[config.mk]
export PLATFORM = sky130hd
export DESIGN_NAME = uart_data_buffer_status
export DESIGN_NICKNAME = d
export VERILOG_FILES = /design/src/core/uart_pkg.sv /design/src/core/uart_rx_fifo.sv /design/src/core/uart_data_buffer_status.sv
export VERILOG_INCLUDE_DIRS = /design/src /design/src/core
export SDC_FILE = /design/constraint.sdc
export NUM_CORES = 1
export LEC_CHECK = 0
export ABC_AREA = 1
export BUFFER_PORTS_ARGS = -buffer_cell sky130_fd_sc_hd__buf_2
export CORE_ASPECT_RATIO = 1.25
export CORE_MARGIN = 1.5
export CORE_UTILIZATION = 59
export CTS_CLUSTER_DIAMETER = 60
export DETAILED_ROUTE_END_ITERATION = 7
export PLACE_DENSITY = 0.8
export SYNTH_ARGS = -nofsm -noshare
export SYNTH_HDL_FRONTEND = slang
export SYNTH_SLANG_ARGS = --single-unit
[constraint.sdc]
create_clock -name clk_sys_i -period 2.3 [get_ports clk_sys_i]
set_input_delay 0.23 -clock clk_sys_i [delete_from_list [all_inputs] [get_ports clk_sys_i]]
set_output_delay 0.23 -clock clk_sys_i [all_outputs]
set_load 0.02 [all_outputs]
[src/core/uart_defs.svh]
// Constants for the serial data buffer and first status register.
// Assumes inclusion from the package and the design files by bare name.
`ifndef UART_DEFS_SVH
`define UART_DEFS_SVH

// I/O locations (port addresses)
`define IO_ADDR_W           6
`define ADDR_DATA_PORT      6'h0C
`define ADDR_STATUS_A       6'h0B
`define ADDR_BAUD_HIGH      6'h20

// Status register field positions
`define BIT_RXC             7
`define BIT_TXC             6
`define BIT_BUFFER_EMPTY_FLAG            5
`define BIT_FE              4
`define BIT_DOR             3
`define BIT_PE              2
`define BIT_U2X             1
`define BIT_MULTIPROCESSOR_FILTER_BIT            0

// Reset values
`define STATUS_A_RESET      8'h20
`define TXD_IDLE            1'b1

// Oversampling per bit, normal and doubled speed
`define OS_NORMAL           5'h10
`define OS_DOUBLE           5'h08

// Receive buffer depth
`define RX_FIFO_DEPTH       2

`endif

[src/core/uart_pkg.sv]
// Types shared by the serial data buffer and its receive FIFO.
// Assumes uart_defs.svh is on the include path.
`include "uart_defs.svh"

package uart_pkg;

  typedef struct packed {
    logic [7:0] data;
    logic       frame_err;
    logic       parity_err;
  } rx_entry_type;

  // Character size: 0 = 5 bits .. 3 = 8 bits
  typedef struct packed {
    logic [1:0] char_size;
    logic       parity_en;
    logic       parity_odd;
    logic       two_stop;
  } frame_cfg_type;

  typedef struct packed {
    logic receive_complete_flag;
    logic transmit_complete_flag;
    logic buffer_empty_flag;
  } irq_type;

  typedef enum logic [2:0] {
    LINE_IDLE   = 3'b000,
    LINE_START  = 3'b001,
    LINE_DATA   = 3'b011,
    LINE_PARITY = 3'b010,
    LINE_STOP   = 3'b110
  } line_state_type;

endpackage

[src/core/uart_rx_fifo.sv]
// Small receive FIFO with flush, head always visible.
// Assumes push on full comes only with a pop; pop on empty is ignored.
`include "uart_defs.svh"
module uart_rx_fifo
  import uart_pkg::*;
#(
  parameter int DEPTH = `RX_FIFO_DEPTH
) (
  // Clock and reset
  input  wire logic         clk_sys_i,
  input  wire logic         rst_b_i,
  // Control
  input  wire logic         push_i,
  input  wire rx_entry_type push_data_i,
  input  wire logic         pop_i,
  input  wire logic         flush_i,
  // State
  output rx_entry_type      head_o,
  output logic              empty_o,
  output logic              full_o
);

  localparam int PW = (DEPTH > 1) ? $clog2(DEPTH) : 1;

  rx_entry_type  mem_q [DEPTH];
  logic [PW-1:0] rd_ptr_q;
  logic [PW-1:0] wr_ptr_q;
  logic [PW:0]   count_q;
  logic          do_push;
  logic          do_pop;

  // Pop frees the head slot in the same cycle, so a full FIFO still takes the push
  assign do_push = push_i && ((count_q != (PW+1)'(DEPTH)) || pop_i);
  assign do_pop  = pop_i && (count_q != '0);
  assign empty_o = (count_q == '0);
  assign full_o  = (count_q == (PW+1)'(DEPTH));
  assign head_o  = mem_q[rd_ptr_q];

  function automatic logic [PW-1:0] next_ptr(input logic [PW-1:0] p);
    next_ptr = (p == PW'(DEPTH-1)) ? '0 : p + PW'(1);
  endfunction

  always_ff @(posedge clk_sys_i) begin
    if (do_push) begin
      mem_q[wr_ptr_q] <= push_data_i;
    end
  end

  always_ff @(posedge clk_sys_i) begin
    if (!rst_b_i || flush_i) begin
      rd_ptr_q <= '0;
      wr_ptr_q <= '0;
      count_q  <= '0;
    end else begin
      if (do_push) begin
        wr_ptr_q <= next_ptr(wr_ptr_q);
      end
      if (do_pop) begin
        rd_ptr_q <= next_ptr(rd_ptr_q);
      end
      count_q <= count_q + (PW+1)'(do_push) - (PW+1)'(do_pop);
    end
  end

endmodule

[src/core/uart_data_buffer_status.sv]
// Serial transceiver data port, transmit/receive buffering and status register A.
// Assumes a one-cycle I/O port access and a synchronous receive line input.
`include "uart_defs.svh"
module uart_data_buffer_status
  import uart_pkg::*;
(
  // Clock and reset
  input  wire logic                  clk_sys_i,
  input  wire logic                  rst_b_i,
  // I/O register port
  input  wire logic [`IO_ADDR_W-1:0] io_addr_i,
  input  wire logic                  io_rd_i,
  input  wire logic                  io_wr_i,
  input  wire logic [7:0]            io_wdata_i,
  output logic      [7:0]            io_rdata_o,
  // Configuration
  input  wire logic                  tx_enable_i,
  input  wire logic                  rx_enable_i,
  input  wire logic                  sync_mode_i,
  input  wire frame_cfg_type         frame_cfg_i,
  input  wire logic [11:0]           baud_divisor_i,
  input  wire logic [7:0]            frame_control_i,
  input  wire irq_type               irq_enable_i,
  input  wire logic                  txc_irq_ack_i,
  // Interrupt requests
  output irq_type                    irq_o,
  // Serial line
  input  wire logic                  rxd_i,
  output logic                       txd_o
);

  // Register state
  logic           u2x_q;
  logic           multiprocessor_filter_bit_q;
  logic           txc_q;
  logic           dor_q;
  logic           prev_baud_hi_q;
  logic [7:0]     rdata_q;
  irq_type        irq_q;

  // Transmit side
  logic [7:0]     tx_hold_q;
  logic           tx_hold_valid_q;
  line_state_type tx_state_q;
  logic [7:0]     tx_shift_q;
  logic [3:0]     tx_bit_q;
  logic [4:0]     tx_sub_q;
  logic           tx_par_q;
  logic           txd_q;
  logic           tx_load;
  logic           tx_done;

  // Receive side
  line_state_type rx_state_q;
  logic [7:0]     rx_shift_q;
  logic [3:0]     rx_bit_q;
  logic [4:0]     rx_sub_q;
  logic           rx_par_q;
  rx_entry_type   rx_wait_q;
  logic           rx_wait_valid_q;
  logic           rx_frame_done;
  rx_entry_type   rx_frame;
  logic           rx_start_seen;

  // Baud generator
  logic [11:0]    baud_cnt_q;
  logic           tick;
  logic [4:0]     os_len;

  // Access decode
  logic           wr_data;
  logic           wr_status;
  logic           rd_data;
  logic           rd_status;
  logic           acc_baud_hi;

  // FIFO
  rx_entry_type   fifo_head;
  logic           fifo_empty;
  logic           fifo_full;
  logic           fifo_push;
  rx_entry_type   fifo_push_data;

  logic [3:0]     char_bits;

  function automatic logic [7:0] char_mask(input logic [1:0] size);
    char_mask = 8'h1F << size;
    char_mask = ~(~char_mask << 1) | 8'h1F;
    char_mask = (8'h01 << (size + 3'd5)) - 8'h01;
    if (size == 2'd3) begin
      char_mask = 8'hFF;
    end
  endfunction

  assign char_bits   = 4'd5 + {2'b00, frame_cfg_i.char_size};
  assign wr_data     = io_wr_i && (io_addr_i == `ADDR_DATA_PORT);
  assign wr_status   = io_wr_i && (io_addr_i == `ADDR_STATUS_A);
  assign rd_data     = io_rd_i && (io_addr_i == `ADDR_DATA_PORT);
  assign rd_status   = io_rd_i && (io_addr_i == `ADDR_STATUS_A);
  assign acc_baud_hi = (io_rd_i || io_wr_i) && (io_addr_i == `ADDR_BAUD_HIGH);

  // Doubling only applies to asynchronous frames
  assign os_len = (u2x_q && !sync_mode_i) ? `OS_DOUBLE : `OS_NORMAL;

  always_ff @(posedge clk_sys_i) begin
    if (!rst_b_i) begin
      baud_cnt_q <= 12'h000;
    end else if (baud_cnt_q == 12'h000) begin
      baud_cnt_q <= baud_divisor_i;
    end else begin
      baud_cnt_q <= baud_cnt_q - 12'h001;
    end
  end
  assign tick = (baud_cnt_q == 12'h000);

  // Status register writable bits
  always_ff @(posedge clk_sys_i) begin
    if (!rst_b_i) begin
      u2x_q  <= 1'(`STATUS_A_RESET >> `BIT_U2X);
      multiprocessor_filter_bit_q <= 1'(`STATUS_A_RESET >> `BIT_MULTIPROCESSOR_FILTER_BIT);
    end else if (wr_status) begin
      // Flag positions do not store (a one written at TXC clears that flag); only the two control bits store
      u2x_q  <= io_wdata_i[`BIT_U2X];
      multiprocessor_filter_bit_q <= io_wdata_i[`BIT_MULTIPROCESSOR_FILTER_BIT];
    end
  end

  // Transmit holding buffer
  assign tx_load = tx_hold_valid_q && tx_enable_i && (tx_state_q == LINE_IDLE);

  always_ff @(posedge clk_sys_i) begin
    if (!rst_b_i) begin
      tx_hold_valid_q <= 1'b0;
      tx_hold_q       <= 8'h00;
    end else if (wr_data && !tx_hold_valid_q) begin
      // Full buffer drops the write, pending data kept
      tx_hold_q       <= io_wdata_i;
      tx_hold_valid_q <= 1'b1;
    end else if (tx_load) begin
      tx_hold_valid_q <= 1'b0;
    end
  end

  // Transmit shifter
  assign tx_done = tick && (tx_state_q == LINE_STOP) && (tx_sub_q == os_len - 5'd1)
                   && (tx_bit_q == 4'd0);

  always_ff @(posedge clk_sys_i) begin
    if (!rst_b_i) begin
      tx_state_q <= LINE_IDLE;
      tx_shift_q <= 8'h00;
      tx_bit_q   <= 4'd0;
      tx_sub_q   <= 5'd0;
      tx_par_q   <= 1'b0;
      txd_q      <= `TXD_IDLE;
    end else begin
      unique case (tx_state_q)
        LINE_IDLE: begin
          txd_q <= `TXD_IDLE;
          if (tx_load) begin
            tx_shift_q <= tx_hold_q & char_mask(frame_cfg_i.char_size);
            tx_par_q   <= frame_cfg_i.parity_odd;
            tx_sub_q   <= 5'd0;
            tx_state_q <= LINE_START;
            txd_q      <= 1'b0;
          end
        end
        LINE_START: begin
          if (tick && tx_sub_q == os_len - 5'd1) begin
            tx_sub_q   <= 5'd0;
            tx_bit_q   <= char_bits - 4'd1;
            txd_q      <= tx_shift_q[0];
            tx_par_q   <= tx_par_q ^ tx_shift_q[0];
            tx_shift_q <= tx_shift_q >> 1;
            tx_state_q <= LINE_DATA;
          end else if (tick) begin
            tx_sub_q <= tx_sub_q + 5'd1;
          end
        end
        LINE_DATA: begin
          if (tick && tx_sub_q == os_len - 5'd1) begin
            tx_sub_q <= 5'd0;
            if (tx_bit_q != 4'd0) begin
              tx_bit_q   <= tx_bit_q - 4'd1;
              txd_q      <= tx_shift_q[0];
              tx_par_q   <= tx_par_q ^ tx_shift_q[0];
              tx_shift_q <= tx_shift_q >> 1;
            end else if (frame_cfg_i.parity_en) begin
              txd_q      <= tx_par_q;
              tx_state_q <= LINE_PARITY;
            end else begin
              txd_q      <= 1'b1;
              tx_bit_q   <= {3'b000, frame_cfg_i.two_stop};
              tx_state_q <= LINE_STOP;
            end
          end else if (tick) begin
            tx_sub_q <= tx_sub_q + 5'd1;
          end
        end
        LINE_PARITY: begin
          if (tick && tx_sub_q == os_len - 5'd1) begin
            tx_sub_q   <= 5'd0;
            txd_q      <= 1'b1;
            tx_bit_q   <= {3'b000, frame_cfg_i.two_stop};
            tx_state_q <= LINE_STOP;
          end else if (tick) begin
            tx_sub_q <= tx_sub_q + 5'd1;
          end
        end
        LINE_STOP: begin
          if (tick && tx_sub_q == os_len - 5'd1) begin
            tx_sub_q <= 5'd0;
            if (tx_bit_q != 4'd0) begin
              tx_bit_q <= tx_bit_q - 4'd1;
            end else begin
              tx_state_q <= LINE_IDLE;
            end
          end else if (tick) begin
            tx_sub_q <= tx_sub_q + 5'd1;
          end
        end
        default: begin
          tx_state_q <= LINE_IDLE;
          txd_q      <= `TXD_IDLE;
        end
      endcase
    end
  end

  // Transmit complete: set wins over both clear sources
  always_ff @(posedge clk_sys_i) begin
    if (!rst_b_i) begin
      txc_q <= 1'(`STATUS_A_RESET >> `BIT_TXC);
    end else if (tx_done && !tx_hold_valid_q) begin
      txc_q <= 1'b1;
    end else if (txc_irq_ack_i || (wr_status && io_wdata_i[`BIT_TXC])) begin
      txc_q <= 1'b0;
    end
  end

  // Receiver
  assign rx_start_seen = tick && (rx_state_q == LINE_IDLE) && !rxd_i;

  always_ff @(posedge clk_sys_i) begin
    if (!rst_b_i || !rx_enable_i) begin
      rx_state_q    <= LINE_IDLE;
      rx_shift_q    <= 8'h00;
      rx_bit_q      <= 4'd0;
      rx_sub_q      <= 5'd0;
      rx_par_q      <= 1'b0;
      rx_frame_done <= 1'b0;
      rx_frame      <= '0;
    end else begin
      rx_frame_done <= 1'b0;
      unique case (rx_state_q)
        LINE_IDLE: begin
          if (rx_start_seen) begin
            rx_sub_q   <= 5'd1;
            rx_state_q <= LINE_START;
          end
        end
        LINE_START: begin
          if (tick && rx_sub_q == (os_len >> 1) - 5'd1) begin
            rx_sub_q   <= 5'd0;
            rx_shift_q <= 8'h00;
            rx_bit_q   <= char_bits;
            rx_par_q   <= frame_cfg_i.parity_odd;
            // Glitch shorter than half a bit is not a start
            rx_state_q <= rxd_i ? LINE_IDLE : LINE_DATA;
          end else if (tick) begin
            rx_sub_q <= rx_sub_q + 5'd1;
          end
        end
        LINE_DATA: begin
          if (tick && rx_sub_q == os_len - 5'd1) begin
            rx_sub_q   <= 5'd0;
            // Unused upper bits stay zero
            rx_shift_q <= rx_shift_q | ({7'h00, rxd_i} << (char_bits - rx_bit_q));
            rx_par_q   <= rx_par_q ^ rxd_i;
            rx_bit_q   <= rx_bit_q - 4'd1;
            if (rx_bit_q == 4'd1) begin
              rx_state_q <= frame_cfg_i.parity_en ? LINE_PARITY : LINE_STOP;
            end
          end else if (tick) begin
            rx_sub_q <= rx_sub_q + 5'd1;
          end
        end
        LINE_PARITY: begin
          if (tick && rx_sub_q == os_len - 5'd1) begin
            rx_sub_q   <= 5'd0;
            rx_par_q   <= rx_par_q ^ rxd_i;
            rx_state_q <= LINE_STOP;
          end else if (tick) begin
            rx_sub_q <= rx_sub_q + 5'd1;
          end
        end
        LINE_STOP: begin
          // Only the first stop bit is checked
          if (tick && rx_sub_q == os_len - 5'd1) begin
            rx_sub_q            <= 5'd0;
            rx_frame.data       <= rx_shift_q;
            rx_frame.frame_err  <= !rxd_i;
            rx_frame.parity_err <= frame_cfg_i.parity_en && rx_par_q;
            rx_frame_done       <= 1'b1;
            rx_state_q          <= LINE_IDLE;
          end else if (tick) begin
            rx_sub_q <= rx_sub_q + 5'd1;
          end
        end
        default: begin
          rx_state_q <= LINE_IDLE;
        end
      endcase
    end
  end

  // Waiting character in the shift stage when the FIFO is full
  assign fifo_push      = rx_enable_i && (rx_wait_valid_q || rx_frame_done) && (!fifo_full || rd_data);
  assign fifo_push_data = rx_wait_valid_q ? rx_wait_q : rx_frame;

  always_ff @(posedge clk_sys_i) begin
    if (!rst_b_i || !rx_enable_i) begin
      rx_wait_valid_q <= 1'b0;
      rx_wait_q       <= '0;
    end else if (rx_frame_done && (rx_wait_valid_q || !fifo_push)) begin
      // A newer frame replaces a waiting one after an overrun
      rx_wait_q       <= rx_frame;
      rx_wait_valid_q <= 1'b1;
    end else if (fifo_push && rx_wait_valid_q) begin
      rx_wait_valid_q <= 1'b0;
    end
  end

  uart_rx_fifo #(
    .DEPTH (`RX_FIFO_DEPTH)
  ) u_rx_fifo (
    .clk_sys_i   (clk_sys_i),
    .rst_b_i     (rst_b_i),
    .push_i      (fifo_push),
    .push_data_i (fifo_push_data),
    .pop_i       (rd_data),
    .flush_i     (!rx_enable_i),
    .head_o      (fifo_head),
    .empty_o     (fifo_empty),
    .full_o      (fifo_full)
  );

  // Overrun: set wins over the clearing read
  always_ff @(posedge clk_sys_i) begin
    if (!rst_b_i || !rx_enable_i) begin
      dor_q <= 1'(`STATUS_A_RESET >> `BIT_DOR);
    end else if (rx_start_seen && fifo_full && rx_wait_valid_q) begin
      dor_q <= 1'b1;
    end else if (rd_data) begin
      dor_q <= 1'b0;
    end
  end

  // Read data path and shared baud-high location
  always_ff @(posedge clk_sys_i) begin
    if (!rst_b_i) begin
      prev_baud_hi_q <= 1'b0;
    end else begin
      prev_baud_hi_q <= acc_baud_hi;
    end
  end

  always_ff @(posedge clk_sys_i) begin
    if (!rst_b_i) begin
      rdata_q <= 8'h00;
    end else if (rd_data) begin
      rdata_q <= fifo_empty ? 8'h00 : fifo_head.data;
    end else if (rd_status) begin
      rdata_q <= 8'h00;
      rdata_q[`BIT_RXC]  <= !fifo_empty;
      rdata_q[`BIT_TXC]  <= txc_q;
      rdata_q[`BIT_BUFFER_EMPTY_FLAG] <= !tx_hold_valid_q;
      rdata_q[`BIT_FE]   <= !fifo_empty && fifo_head.frame_err;
      rdata_q[`BIT_DOR]  <= dor_q;
      rdata_q[`BIT_PE]   <= !fifo_empty && fifo_head.parity_err;
      rdata_q[`BIT_U2X]  <= u2x_q;
      rdata_q[`BIT_MULTIPROCESSOR_FILTER_BIT] <= multiprocessor_filter_bit_q;
    end else if (io_rd_i && io_addr_i == `ADDR_BAUD_HIGH) begin
      // Back-to-back access turns the location into frame control
      rdata_q <= prev_baud_hi_q ? frame_control_i : {4'h0, baud_divisor_i[11:8]};
    end
  end

  // Interrupt requests
  always_ff @(posedge clk_sys_i) begin
    if (!rst_b_i) begin
      irq_q <= '0;
    end else begin
      irq_q.receive_complete_flag  <= irq_enable_i.receive_complete_flag && !fifo_empty;
      irq_q.transmit_complete_flag  <= irq_enable_i.transmit_complete_flag && txc_q;
      irq_q.buffer_empty_flag <= irq_enable_i.buffer_empty_flag && !tx_hold_valid_q;
    end
  end

  assign io_rdata_o = rdata_q;
  assign irq_o      = irq_q;
  assign txd_o      = txd_q;

endmodule

==> results.json <==
{
  "outcome": "completed",
  "finClkSkew_ns": 0.0190,
  "final_cell_mix": "nand2_1, nor2_1, dfxtp_1, inv_1, a21oi_1",
  "final_common_cell": "nand2_1",
  "cts_sinks": 127,
  "worstSetupPathType": "reg -> reg",
  "dp_slack_ns": 0.0768,
  "cts_tree": "built",
  "root_buffer": "clkbuf_16",
  "syn_to_final_growth_pct": 15.6,
  "portBuffers": 62,
  "min_path_type": "in -> reg",
  "crit_fanout": 11,
  "synth-edff-count": 20,
  "worstPathCellList": "inv_1 > ha_1 > nand2_2 > nor2_4 > nand2_4 > o21ai_4 > nand3_2 > inv_4 > nand2_1 > a21oi_1",
  "crit_buf_inv": 2,
  "antenna_found_initial": 0,
  "nets": 1025,
  "async_flop_share_pct": 0,
  "grt_pass1_vias": 5454,
  "synth_cells": 888,
  "synth_seq_cells": 127,
  "grt_pass1_wl_um": 24900,
  "drt-initial-drc-count": 330,
  "clockBufferDepth": 2,
  "max-cap-violations": 0,
  "powerDensity_nw_per_um2": 899,
  "grt-ovfl-total": 0,
  "yosys_warnings": 0,
  "rr_worst_depth": 10,
  "synth.avg_cell_area_um2": 7.29,
  "post-route-period-util_pct": 91.8,
  "worstPathRequired_ns": 2.64,
  "initial_utilization_pct": 61.0,
  "hold_depth": 3,
  "layout-drive-gt1-share_pct": 14.8,
  "crit_family": "simple AND/OR/NAND/NOR gates",
  "core_area_um2": 10600,
  "finalSetupTns_ns": 0,
  "grt_util_all_layers_pct": 26.5,
  "relSlewSlack_pct": 57.6,
  "cp.depth": 10,
  "syn-cell-area_um2": 6470,
  "floorplan.die_area_um2": 11600,
  "p_leak_uw": 0.00324,
  "viasPerCell": 5.38,
  "drt-total-wl_um": 15000,
  "cts_buffers": 17,
  "multi_input_area_um2": 3170,
  "ys_seq_area_share_pct": 42.4,
  "synth_cell_types": 47,
  "avgRoutedWirePerCell_um": 13.6,
  "dp.cells": 1070,
  "rows": 42,
  "clk_pin_slew_ns": 0.06,
  "vdd.ir_drop.worst_mv": 0.428,
  "fin_crit_ns": 2.11,
  "regToRegSetupSlack_ns": 0.19,
  "critPathCaptureType": "register",
  "hold_viol": 0,
  "hold_ws_ns": 0.0215,
  "routabilityCongestion": 0.875,
  "setup_violations": 0,
  "postCtsHoldBufs": 0,
  "slowest_delay_ns": 0.31,
  "reg2reg_to": "rx_shift_q[0]$_SDFFE_PP0P_",
  "fin_cells": 1102,
  "final.setup.worst_slack_ns": 0.189,
  "cp.arrival_ns": 2.46,
  "diodes": 0,
  "fp.dieW_um": 96.7,
  "seqCellArea_um2": 2740,
  "synth_top_flop_cell": "dfxtp_1",
  "drv_slew": 0,
  "crit_path_start_kind": "register",
  "fillers": 890,
  "die_h_um": 120,
  "holdCritStartpoint": "irq_enable_i[0]",
  "dr.pass1.iters": 5,
  "clkLatencyLatePin_ns": 0.42,
  "hold_path_end": "irq_o[0]$_SDFF_PN0_",
  "max_freq_mhz": 474,
  "hpwl_um": 10200,
  "syn_nets": 956,
  "pin_count": 63,
  "drc": 0,
  "h-tree-depth": 4,
  "rsz0062_at_grt": "no",
  "r2r_start": "baud_cnt_q[0]$_SDFF_PN0_",
  "critical-path-slowest-cell": "dfxtp_1",
  "ant_nets": 0,
  "tightest_slew_ns": 0.636,
  "num_vias": 5931,
  "grt_max_degree": 40
}
synth_stat cells (8+ instances only):
master      n  share of area (%)
nor2_1    107                6.2
ha_1       16                3.1
nand3_1    52                4.0
inv_1     106                6.1
mux2i_1     8                1.2
nand2_1   180                 10
nand4_1     8               0.77
a21oi_1    92                7.1
clkbuf_1   15               0.87
edfxtp_1   20                9.3
o21ai_0    79                6.1
dfxtp_1   107                 33
xor2_1      9                1.2
nand2_2     8               0.77
worst reg2reg max path, stage by stage, from the launching register on:
cell	delay [ns]
dfxtp_1	0.31
inv_1	0.11
ha_1	0.25
nand2_2	0.10
nor2_4	0.18
nand2_4	0.16
o21ai_4	0.27
nand3_2	0.24
inv_4	0.19
nand2_1	0.09
a21oi_1	0.16
cell families after synthesis:
| logic type | after synthesis | synth area share, % |
|---|---|---|
| compound gates | 201 | 16.9 |
| buf+inv | 138 | 8.75 |
| simple gates | 383 | 25.4 |
| flops | 127 | 42.4 |
| xor+xnor | 14 | 1.89 |
| mux | 8 | 1.24 |
| fa+ha+maj | 17 | 3.40 |
per-layer routing:
layer	routed length, µm	global-route usage (%)	up-vias
met5	0	0	-
met4	210	9.42	0
met3	783	5.71	21
met2	7460	46.5	179
met1	6540	32.0	2681
li1	-	-	3050
cell type report:
type | instances | area share (%)
well taps | 132 | 2.21
clock buffers | 17 | 5.68
inverters | 112 | 5.82
clock inverters | 15 | 1.79
flip-flops and latches | 127 | 36.6
multi-input cells | 623 | 42.3
repair buffers | 76 | 5.55
report_power, final:
part | total [µW] | internal, µW | switching (µW)
Combinational | 1630 | 561 | 1060
Clock | 2540 | 1500 | 1040
Sequential | 2560 | 2430 | 131
Total | 6730 | 4490 | 2240
registers in the layout, indices dropped and copies added, names as in the netlist, 5 cells and up, named ones only:
signal / count
u_rx_fifo.mem_q: 20
baud_cnt_q: 12
rx_frame: 10
rx_wait_q: 10
io_rdata_o: 8
rx_shift_q: 8
tx_hold_q: 8
tx_shift_q: 8
rx_sub_q: 5
tx_sub_q: 5
through the flow:
step	instance area [µm²]	power (µW)	util, %
detailed placement	6920	4190	65.2
finish	7480	6730	70.5
CTS	7480	6730	70.5
floorplan	6470	3870	-
global route	7480	7090	70.5
global placement	6920	4170	65.2
worst max-delay path by stage:
stage | from | to | slack (ns)
finish | baud_cnt_q[0]$_SDFF_PN0_ | rx_shift_q[0]$_SDFFE_PP0P_ | 0.19
global route | baud_cnt_q[0]$_SDFF_PN0_ | rx_shift_q[0]$_SDFFE_PP0P_ | 0.006
CTS | baud_cnt_q[0]$_SDFF_PN0_ | rx_shift_q[0]$_SDFFE_PP0P_ | 0.14
detailed placement | frame_cfg_i[3] | rx_shift_q[2]$_SDFFE_PP0P_ | 0.08
global placement | frame_cfg_i[3] | rx_shift_q[4]$_SDFFE_PP0P_ | 0.15
floorplan | frame_cfg_i[3] | rx_shift_q[0]$_SDFFE_PP0P_ | 0.32
what timing repair did:
item,4_1_cts,5_1_grt
setup endpoints to repair,0,3
resized for setup,0,1
buffers inserted,0,0
(Power assumes the default switching activity.)
